[src/rtl/host_biu_pkg.sv]
// Constants, mode codes and state types of the host bus interface unit
package host_biu_pkg;

  // ==========================================================================
  // Bus widths
  localparam int ADDR_W = 13;
  localparam int DATA_W = 8;
  localparam int LO_W   = 8;
  localparam int HI_W   = ADDR_W - LO_W;

  // ==========================================================================
  // Strap codes of the host family selection
  localparam logic [2:0] BUS_STROBE_ASYNC = 3'h0;
  localparam logic [2:0] BUS_STROBE_MUX   = 3'h1;
  localparam logic [2:0] BUS_DIR_ASYNC    = 3'h2;
  localparam logic [2:0] BUS_DIR_FIXED    = 3'h3;

  // ==========================================================================
  // Internal chip-select decoder window (mux mode)
  localparam logic [ADDR_W-1:0] DEC_MASK  = 13'h1800;
  localparam logic [ADDR_W-1:0] DEC_MATCH = 13'h0000;

  // ==========================================================================
  // Clocking figures and RAM size
  localparam int OSC_FREQ_MHZ  = 12;
  localparam int WORK_FREQ_MHZ = 48;
  localparam int PLL_MULT      = WORK_FREQ_MHZ / OSC_FREQ_MHZ;
  localparam int RAM_BYTES     = 5632;

  // ==========================================================================
  // Synchroniser layout: index and idle level of each host control input
  localparam int SY_CS  = 0;
  localparam int SY_RD  = 1;
  localparam int SY_WR  = 2;
  localparam int SY_DS  = 3;
  localparam int SY_ALE = 4;
  localparam int SY_RW  = 5;
  localparam int SY_N   = 6;
  localparam logic [SY_N-1:0] SY_IDLE = 6'h27;

  // ==========================================================================
  // Reset values
  localparam logic [DATA_W-1:0] DATA_RST = 8'h00;
  localparam logic [ADDR_W-1:0] ADDR_RST = 13'h0000;
  localparam logic [2:0]        SEL_RST  = 3'h0;
  localparam logic [1:0]        DIV_RST  = 2'h0;

  // ==========================================================================
  // Access sequencer, Gray coded along idle, access, hold
  typedef enum logic [1:0] {
    ST_IDLE   = 2'h0,
    ST_ACCESS = 2'h1,
    ST_HOLD   = 2'h3
  } biu_state_t;

endpackage

[src/rtl/bit_sync.sv]
// Two-stage synchroniser bank for host control inputs
`timescale 1ns/1ps

module bit_sync
  #(parameter int                 WIDTH    = 1,
    parameter logic [WIDTH-1:0]   IDLE_VAL = '0)
  (
    input  wire logic             ref_clk_in,  // Work clock
    input  wire logic             resetn_in,   // Async reset, active low
    input  wire logic [WIDTH-1:0] async_in,    // Raw pin levels
    output logic      [WIDTH-1:0] sync_out     // Synchronised levels
  );

  logic [WIDTH-1:0] meta_ff;

  // ==========================================================================
  // One two-flop chain per bit
  genvar g;
  generate
    for (g = 0; g < WIDTH; g++)
    begin : g_bit
      always_ff @(posedge ref_clk_in or negedge resetn_in)
      begin
        if (!resetn_in)
        begin
          meta_ff[g]  <= IDLE_VAL[g];
          sync_out[g] <= IDLE_VAL[g];
        end
        else
        begin
          meta_ff[g]  <= async_in[g];
          sync_out[g] <= meta_ff[g];
        end
      end
    end
  endgenerate

endmodule

[src/rtl/host_biu.sv]
// Host processor bus interface unit with clock prescaler and core control
//
// Summary of operation
// Host sees an 8-bit data path and a 13-bit address input.
// Two host clock outputs: work clock divided by 2 and by 4.
// Each divided clock output has its own enable bit.
// With PLL in use the 48 MHz work clock comes from 12 MHz.
// PLL-enable pin high bypasses the PLL; the oscillator clocks directly.
// Host reads and writes reach the dual-port RAM and registers.
// Three strap pins pick signalling style and fixed or handshaked timing.
// Integrated-core mode uses internal low-address latch and chip decoder.
// Code 011: fixed direction-line cycles, no data-acknowledge handshake.
// Code 010: asynchronous direction-line cycles ended by data acknowledge.
// Direction-line modes disable the decoder; host drives chip select.
// Multiplexed hosts demultiplex low address externally in these modes.
// Fixed direction mode: host clock at most quarter of divided clock.
// Fixed direction mode: host clock at most a tenth of work clock.
// Fixed direction mode: host clocked from the divide-by-four output.
// Core-disable pin high holds the integrated core in reset.
// Word hosts byte-swap reads or leave address bit zero open.
// Core external interrupt zero belongs to the communication engine.
// Code 001: fixed multiplexed strobe cycles, ALE latch, internal decode.
// In the multiplexed strobe mode the chip-select pin is tied high.
// Code 000: asynchronous strobe cycles with ready, external chip select.
// Host strobes and chip select are synchronised before any access.
`timescale 1ns/1ps

module host_biu
  import host_biu_pkg::*;
  (
    input  wire logic              ref_clk_in,          // Work clock
    input  wire logic              resetn_in,           // Async reset, low
    // Straps and configuration pins
    input  wire logic [2:0]        host_bus_select_in,  // Host family strap
    input  wire logic              pll_enable_n_in,     // High: bypass PLL
    input  wire logic              core_disable_pin_in, // High: core in reset
    input  wire logic              div2_clk_en_in,      // Mode bit: div2 on
    input  wire logic              div4_clk_en_in,      // Mode bit: div4 on
    // Host bus pins
    input  wire logic [ADDR_W-1:0] host_addr_in,        // Address pins
    input  wire logic [DATA_W-1:0] host_data_in,        // Data pins, input
    output logic      [DATA_W-1:0] host_data_out,       // Data pins, output
    output logic                   host_data_oe_out,    // Data drive enable
    input  wire logic              chip_select_n_in,    // External select
    input  wire logic              read_strobe_n_in,    // Read strobe
    input  wire logic              write_strobe_n_in,   // Write strobe
    input  wire logic              addr_latch_in,       // Address latch pulse
    input  wire logic              data_strobe_in,      // Direction-mode E
    input  wire logic              rw_dir_in,           // High read, low write
    output logic                   ready_n_out,         // Ready, low = done
    output logic                   ready_oe_out,        // Ready drive enable
    output logic                   data_ack_n_out,      // Data ack, low = done
    output logic                   data_ack_oe_out,     // Data ack enable
    // Host clock outputs
    output logic                   host_clk_div2_out,   // Work clock / 2
    output logic                   host_clk_div4_out,   // Work clock / 4
    // Clock source and core control
    output logic                   pll_bypass_out,      // Oscillator direct
    output logic                   core_reset_out,      // Core held in reset
    input  wire logic              engine_irq_in,       // Engine interrupt
    output logic                   core_ext_irq_zero_out, // Core irq zero
    // Internal RAM and register port
    output logic                   mem_req_out,         // Access request
    output logic                   mem_we_out,          // Write access
    output logic      [ADDR_W-1:0] mem_addr_out,        // Byte address
    output logic      [DATA_W-1:0] mem_wdata_out,       // Write data
    input  wire logic [DATA_W-1:0] mem_rdata_in,        // Read data
    input  wire logic              mem_ack_in           // Access done pulse
  );

  // ==========================================================================
  // Mode decoding helpers
  function automatic logic dir_mode(input logic [2:0] sel);
    dir_mode = (sel == BUS_DIR_ASYNC) || (sel == BUS_DIR_FIXED);
  endfunction

  function automatic logic bus_mode(input logic [2:0] sel);
    bus_mode = (sel == BUS_STROBE_ASYNC) || (sel == BUS_STROBE_MUX) ||
               dir_mode(sel);
  endfunction

  // ==========================================================================
  // State record
  typedef struct packed {
    biu_state_t          state;
    logic                strap_ok;
    logic [2:0]          bus_sel;
    logic [LO_W-1:0]     lo_addr;
    logic [1:0]          div_cnt;
    logic                clk2;
    logic                clk4;
    logic                pll_byp;
    logic                core_rst;
    logic                irq0;
    logic                req;
    logic                we;
    logic [ADDR_W-1:0]   addr;
    logic [DATA_W-1:0]   wdata;
    logic [DATA_W-1:0]   rdata;
    logic                d_oe;
    logic                rdy_n;
    logic                rdy_oe;
    logic                ack_n;
    logic                ack_oe;
  } biu_reg_t;

  localparam biu_reg_t REG_RST = '{
    state:    ST_IDLE,
    strap_ok: 1'b0,
    bus_sel:  SEL_RST,
    lo_addr:  DATA_RST,
    div_cnt:  DIV_RST,
    clk2:     1'b0,
    clk4:     1'b0,
    pll_byp:  1'b0,
    core_rst: 1'b1,
    irq0:     1'b0,
    req:      1'b0,
    we:       1'b0,
    addr:     ADDR_RST,
    wdata:    DATA_RST,
    rdata:    DATA_RST,
    d_oe:     1'b0,
    rdy_n:    1'b1,
    rdy_oe:   1'b0,
    ack_n:    1'b1,
    ack_oe:   1'b0
  };

  biu_reg_t          cur_ff;
  biu_reg_t          nxt_ff;
  logic [SY_N-1:0]   sy;
  logic [ADDR_W-1:0] full_addr;
  logic              selected;
  logic              cyc_act;
  logic              cyc_rd;
  logic              fixed_t;

  // ==========================================================================
  // Host control inputs into the work clock domain
  bit_sync #(.WIDTH(SY_N), .IDLE_VAL(SY_IDLE)) u_sync (
    .ref_clk_in (ref_clk_in),
    .resetn_in  (resetn_in),
    .async_in   ({rw_dir_in, addr_latch_in, data_strobe_in,
                  write_strobe_n_in, read_strobe_n_in, chip_select_n_in}),
    .sync_out   (sy)
  );

  // ==========================================================================
  // Cycle qualification per strapped host family
  always_comb
  begin
    fixed_t   = (cur_ff.bus_sel == BUS_STROBE_MUX) ||
                (cur_ff.bus_sel == BUS_DIR_FIXED);
    full_addr = host_addr_in;
    selected  = !sy[SY_CS];
    cyc_rd    = !sy[SY_RD];
    cyc_act   = 1'b0;
    if (cur_ff.bus_sel == BUS_STROBE_MUX)
    begin
      // Low address from the latch, select from the internal decoder
      full_addr = {host_addr_in[ADDR_W-1:LO_W], cur_ff.lo_addr};
      selected  = (full_addr & DEC_MASK) == DEC_MATCH;
    end
    if (dir_mode(cur_ff.bus_sel))
    begin
      cyc_rd  = sy[SY_RW];
      cyc_act = selected && sy[SY_DS];
    end
    else
    begin
      cyc_act = selected && (!sy[SY_RD] || !sy[SY_WR]);
    end
    cyc_act = cyc_act && cur_ff.strap_ok && bus_mode(cur_ff.bus_sel);
  end

  // ==========================================================================
  // Next-state logic
  always_comb
  begin
    nxt_ff = cur_ff;

    // Straps caught once after reset release
    if (!cur_ff.strap_ok)
    begin
      nxt_ff.strap_ok = 1'b1;
      nxt_ff.bus_sel  = host_bus_select_in;
    end

    // Prescaler: free counter, each output gated by its enable
    nxt_ff.div_cnt = cur_ff.div_cnt + 2'h1;
    nxt_ff.clk2    = div2_clk_en_in && !cur_ff.div_cnt[0];
    nxt_ff.clk4    = div4_clk_en_in &&
                     (nxt_ff.div_cnt[1] ^ 1'b0);

    // Clock source, core reset and interrupt routing
    nxt_ff.pll_byp  = pll_enable_n_in;
    nxt_ff.core_rst = core_disable_pin_in;
    nxt_ff.irq0     = engine_irq_in;

    // Low address latch follows the bus while the latch pulse is high
    if (cur_ff.bus_sel == BUS_STROBE_MUX && sy[SY_ALE])
      nxt_ff.lo_addr = host_data_in;

    // Access sequencer
    nxt_ff.req = 1'b0;
    case (cur_ff.state)
      ST_IDLE:
      begin
        nxt_ff.d_oe   = 1'b0;
        nxt_ff.rdy_n  = 1'b1;
        nxt_ff.ack_n  = 1'b1;
        nxt_ff.rdy_oe = 1'b0;
        nxt_ff.ack_oe = 1'b0;
        if (cyc_act)
        begin
          nxt_ff.state = ST_ACCESS;
          nxt_ff.req   = 1'b1;
          nxt_ff.we    = !cyc_rd;
          nxt_ff.addr  = full_addr;
          nxt_ff.wdata = host_data_in;
          // Handshake line driven, not yet done
          nxt_ff.rdy_oe = cur_ff.bus_sel == BUS_STROBE_ASYNC;
          nxt_ff.ack_oe = cur_ff.bus_sel == BUS_DIR_ASYNC;
        end
      end
      ST_ACCESS:
      begin
        if (mem_ack_in)
        begin
          nxt_ff.state = ST_HOLD;
          nxt_ff.rdata = mem_rdata_in;
          nxt_ff.d_oe  = !cur_ff.we;
          nxt_ff.rdy_n = !(cur_ff.bus_sel == BUS_STROBE_ASYNC);
          nxt_ff.ack_n = !(cur_ff.bus_sel == BUS_DIR_ASYNC);
        end
        else if (!cyc_act && !fixed_t)
        begin
          // Host gave up; keep waiting for the pending access quietly
          nxt_ff.rdy_oe = 1'b0;
          nxt_ff.ack_oe = 1'b0;
        end
      end
      ST_HOLD:
      begin
        // Fixed timing never drives a handshake line
        if (fixed_t)
        begin
          nxt_ff.rdy_oe = 1'b0;
          nxt_ff.ack_oe = 1'b0;
        end
        if (!cyc_act)
        begin
          nxt_ff.state  = ST_IDLE;
          nxt_ff.d_oe   = 1'b0;
          nxt_ff.rdy_n  = 1'b1;
          nxt_ff.ack_n  = 1'b1;
          nxt_ff.rdy_oe = 1'b0;
          nxt_ff.ack_oe = 1'b0;
        end
      end
      default:
      begin
        nxt_ff = REG_RST;
      end
    endcase
  end

  // ==========================================================================
  // State register
  always_ff @(posedge ref_clk_in or negedge resetn_in)
  begin
    if (!resetn_in)
      cur_ff <= REG_RST;
    else
      cur_ff <= nxt_ff;
  end

  // ==========================================================================
  // Outputs straight from the state register
  assign host_data_out         = cur_ff.rdata;
  assign host_data_oe_out      = cur_ff.d_oe;
  assign ready_n_out           = cur_ff.rdy_n;
  assign ready_oe_out          = cur_ff.rdy_oe;
  assign data_ack_n_out        = cur_ff.ack_n;
  assign data_ack_oe_out       = cur_ff.ack_oe;
  assign host_clk_div2_out     = cur_ff.clk2;
  assign host_clk_div4_out     = cur_ff.clk4;
  assign pll_bypass_out        = cur_ff.pll_byp;
  assign core_reset_out        = cur_ff.core_rst;
  assign core_ext_irq_zero_out = cur_ff.irq0;
  assign mem_req_out           = cur_ff.req;
  assign mem_we_out            = cur_ff.we;
  assign mem_addr_out          = cur_ff.addr;
  assign mem_wdata_out         = cur_ff.wdata;

endmodule

[config.mk]
export PLATFORM = sky130hd
export DESIGN_NAME = host_biu
export DESIGN_NICKNAME = d
export VERILOG_FILES = /design/src/rtl/host_biu_pkg.sv /design/src/rtl/bit_sync.sv /design/src/rtl/host_biu.sv
export SDC_FILE = /design/constraint.sdc
export NUM_CORES = 1
export LEC_CHECK = 0
export BUFFER_PORTS_ARGS = -buffer_cell sky130_fd_sc_hd__buf_2
export CAP_MARGIN = 40
export CORE_MARGIN = 10
export CORE_UTILIZATION = 26
export CTS_CLUSTER_DIAMETER = 40
export DETAILED_ROUTE_END_ITERATION = 8
export HOLD_SLACK_MARGIN = 0.15
export PLACE_DENSITY_LB_ADDON = 0.1
export SETUP_SLACK_MARGIN = 0.1
export SLEW_MARGIN = 20
export SYNTH_ARGS = -nofsm -noshare
export SYNTH_HDL_FRONTEND = slang
export SYNTH_SLANG_ARGS = --single-unit
export TNS_END_PERCENT = 20
[constraint.sdc]
create_clock -name ref_clk_in -period 4.03 [get_ports ref_clk_in]
set_clock_uncertainty 0.15 [all_clocks]
set_input_delay 1.209 -clock ref_clk_in [delete_from_list [all_inputs] [get_ports ref_clk_in]]
set_output_delay 1.209 -clock ref_clk_in [all_outputs]
set_load 0.005 [all_outputs]
==> run_results.csv <==
group,metric,value,unit
pwr,max-vdd-ir-drop,0.000277,V
run_status,status,"complete, no violations",
sta,slew_headroom,47.6,%
final_layout,post-route-util,32.2,%
floorplan,die_x,130,um
min_path,hold_path.startpoint,"u_sync.meta_ff[3]",
worst_setup_path,worstPathArrival,2.74,ns
sta,clock.fmax,374,MHz
final_layout,fillers,1234,
clock_tree,cts.path.max_buffers,2,
clock_tree,htree_levels,3,
sta,worst_slew_pin_slew,0.780,ns
final_layout,instances_no_fill,484,
global_routing,grt_pass1_wl,12.8,mm
floorplan,coreArea,0.0120,mm2
clock_tree,cts_inserted_buffers,9,
final_layout,drive_above_1_share,41.8,%
logic_synthesis,synth.distinct_cells,42,
clock_tree,ctsHoldBuffers,0,
worst_setup_path,worstPathMaxFanout,13,
min_path,hold_end,"u_sync.sync_out[3]",
clock_tree,cts_sinks,69,
logic_synthesis,syn_area,0.00316,mm2
route,drtAntennaViolNets,0,
logic_synthesis,synth_edf_count,0,
worst_setup_path,end_kind,"register",
worst_setup_path,crit_required,4.10,ns
clock_tree,cts_tree,"built",
logic_synthesis,yosysSeqAreaShare,55.0,%
min_path,min_path_type,"register to register",
global_routing,grt_max_degree,40,
route,drcViolationCount,0,
route,vias,2128,
sta,rsz0062_at_grt,"no",
final_layout,num_antenna_cells,0,
worst_setup_path,r2r-end,"mem_addr_out[12]",
clock_tree,clkSlewWorstSetupHoldPaths,0.06,ns
route,drt_iter0_markers,104,
floorplan,die_area,0.0170,mm2
global_routing,grt.total_usage,9.91,%
logic_synthesis,syn_nets,325,
global_routing,antenna_found_initial,1,
logic_synthesis,syn_inst,275,
worst_setup_path,worstRegToRegCells,7,
min_path,holdPathStages,0,
placement,placedCellCount,468,
sta,setup_viol_count_final,0,
clock_tree,cts_resized,0,
clock_tree,cts_setup_buffers,0,
job,maxCapViolCount,0,
final_layout,seq_area,0.00174,mm2
route,routed_wl,7.99,mm
logic_synthesis,ys.flop_type,"dfrtp_1",
floorplan,initial_core_util,26.5,%
placement,hpwl,5.93,mm
sta,fin_crit_sh,66.3,%
pwr,power_density,741,mW/mm2
placement,placed_area,0.00353,mm2
global_routing,grt_pass1_vias,2266,
placement,place_congestion,0.672,
final_layout,multi_input_area,0.00108,mm2
sta,slew_viol_final,0,
clock_tree,insertion_delay,0.33,ns
logic_synthesis,yosys_warnings,0,
logic_synthesis,syn_area_per_cell,11.5,um2
floorplan,top_level_ports,87,
sta,holdWs,0.197,ns
final_layout,areaGrowthSynthToFinish,21.9,%
global_routing,grt_overflow,0,
worst_setup_path,r2r_start,"cur_ff[51]",
sta,hold_viol_final,0,
floorplan,die_h,130,um
final_layout,design_area,0.00386,mm2
sta,fin_crit,2.67,ns
logic_synthesis,synthArstFlopShare,100,%
route,vias_per_cell,4.40,
logic_synthesis,synth-seq-cells,69,
clock_tree,cts_root_buf,"clkbuf_16",
worst_setup_path,start_kind,"primary input",
route,drt_first_pass_iters,4,
pwr,p_leak,0.00183,uW
sta,setup_tns,0,ns
final_layout,nets,382,
floorplan,row_count,40,
route,wl_per_cell,16.5,um
worst_setup_path,timing_worst_setup_path_type,"primary input to register",
placement,io_buffers,86,
worst_setup_path,regToRegSetupSlack,1.61,ns
## stage by stage
stage / total power, uW / setup slack, ns
floorplan: 1810 / 1.42
global placement: 2000 / 0.940
detailed placement: 2050 / 0.999
CTS: 2930 / 1.35
global route: 3080 / 1.24
finish: 2860 / 1.36
## cell usage after synthesis (2+ instances only)
cell | number | area share (%)
and2_1 | 3 | 0.59
mux2i_1 | 11 | 3.5
nor2b_1 | 3 | 0.59
ha_1 | 4 | 1.6
buf_4 | 29 | 6.9
nand2b_2 | 3 | 0.83
buf_6 | 3 | 1.1
o21ai_0 | 17 | 2.7
nand3b_1 | 2 | 0.47
mux2_2 | 4 | 1.4
nor3b_1 | 2 | 0.47
o2bb2ai_2 | 8 | 3.8
dfstp_2 | 11 | 9.1
nor3_1 | 2 | 0.32
dfrtp_1 | 58 | 46
nand3_1 | 9 | 1.4
a22o_1 | 14 | 3.9
nor2_1 | 6 | 0.71
inv_1 | 14 | 1.7
a21oi_1 | 11 | 1.7
nand2_1 | 32 | 3.8
buf_2 | 3 | 0.47
clkbuf_1 | 7 | 0.83
## layout make-up
| class | instances | share of cell area, % |
|---|---|---|
| repair buffers | 89 | 12.3 |
| clock inverters | 6 | 2.24 |
| flip-flops and latches | 69 | 45.1 |
| inverters | 14 | 1.36 |
| well taps | 147 | 4.77 |
| clock buffers | 10 | 6.20 |
| multi-input cells | 149 | 28.0 |
## cells by family after synthesis
family / count (synthesis) / share of synthesized area [%]
xor gates and xnor gates: 1 / 0.277
DFF: 69 / 55.0
muxes: 15 / 4.90
adders and majority gates: 4 / 1.58
buffers and inverters: 57 / 11.0
and+or+nand+nor: 69 / 11.9
AOI/OAI and AO/OA: 60 / 15.3
## cell usage in the layout, fill, tap and decap left out, drive strengths merged, types with 2 or more instances in the layout
cell type,n
a21oi,12
a22o,14
a31oi,2
and2,3
buf,89
bufinv,2
clkbuf,10
clkinv,3
dfrtp,58
dfstp,11
ha,4
inv,14
mux2,4
mux2i,11
nand2,32
nand2b,3
nand3,10
nand3b,2
nor2,6
nor2b,3
nor3,2
nor3b,2
o21ai,18
o2bb2ai,8
## sequential cells by signal, summed over array words and instances, names as in the netlist
signal	cells
host_data_oe_out	1
ready_oe_out	1
core_reset_out	1
core_ext_irq_zero_out	1
data_ack_oe_out	1
pll_bypass_out	1
cur_ff	16
host_clk_div2_out	1
u_sync.meta_ff	6
mem_req_out	1
mem_wdata_out	8
host_data_out	8
u_sync.sync_out	6
mem_we_out	1
data_ack_n_out	1
mem_addr_out	13
host_clk_div4_out	1
ready_n_out	1
## per-layer routing
metal	vias up	part of all wire (%)	routed length [um]	global-route usage, %
met3	10	8.3	666	4.71
met4	2	1.4	114	4.37
met2	61	44	3500	14.0
li1	1034	-	-	-
met1	1021	46	3690	12.5
met5	-	0.13	10	0
## worst max-delay path by stage
stage	depth (start not counted)	startpoint	slack, ns	endpoint
finish	6	host_addr_in[12]	1.36	mem_addr_out[12]
global placement	5	host_addr_in[12]	0.94	mem_addr_out[11]
global route	5	host_addr_in[12]	1.24	mem_wdata_out[7]
detailed placement	6	host_addr_in[12]	1.0	mem_we_out
CTS	6	host_addr_in[12]	1.35	mem_we_out
floorplan	5	host_addr_in[12]	1.42	mem_addr_out[10]
## where the power goes
group          switching (uW)  total (uW)  internal (uW)
sequential                137        1040            898
clock                     301         858            557
combinational             547         967            421
total                     984        2860           1880
## critical path, cell delays in order
cell,delay [ns]
buf_2,0.10
o21ai_1,0.30
nand3_4,0.17
a211o_1,0.48
buf_8,0.23
a22o_1,0.24
Power figures use the tool's default switching activity.
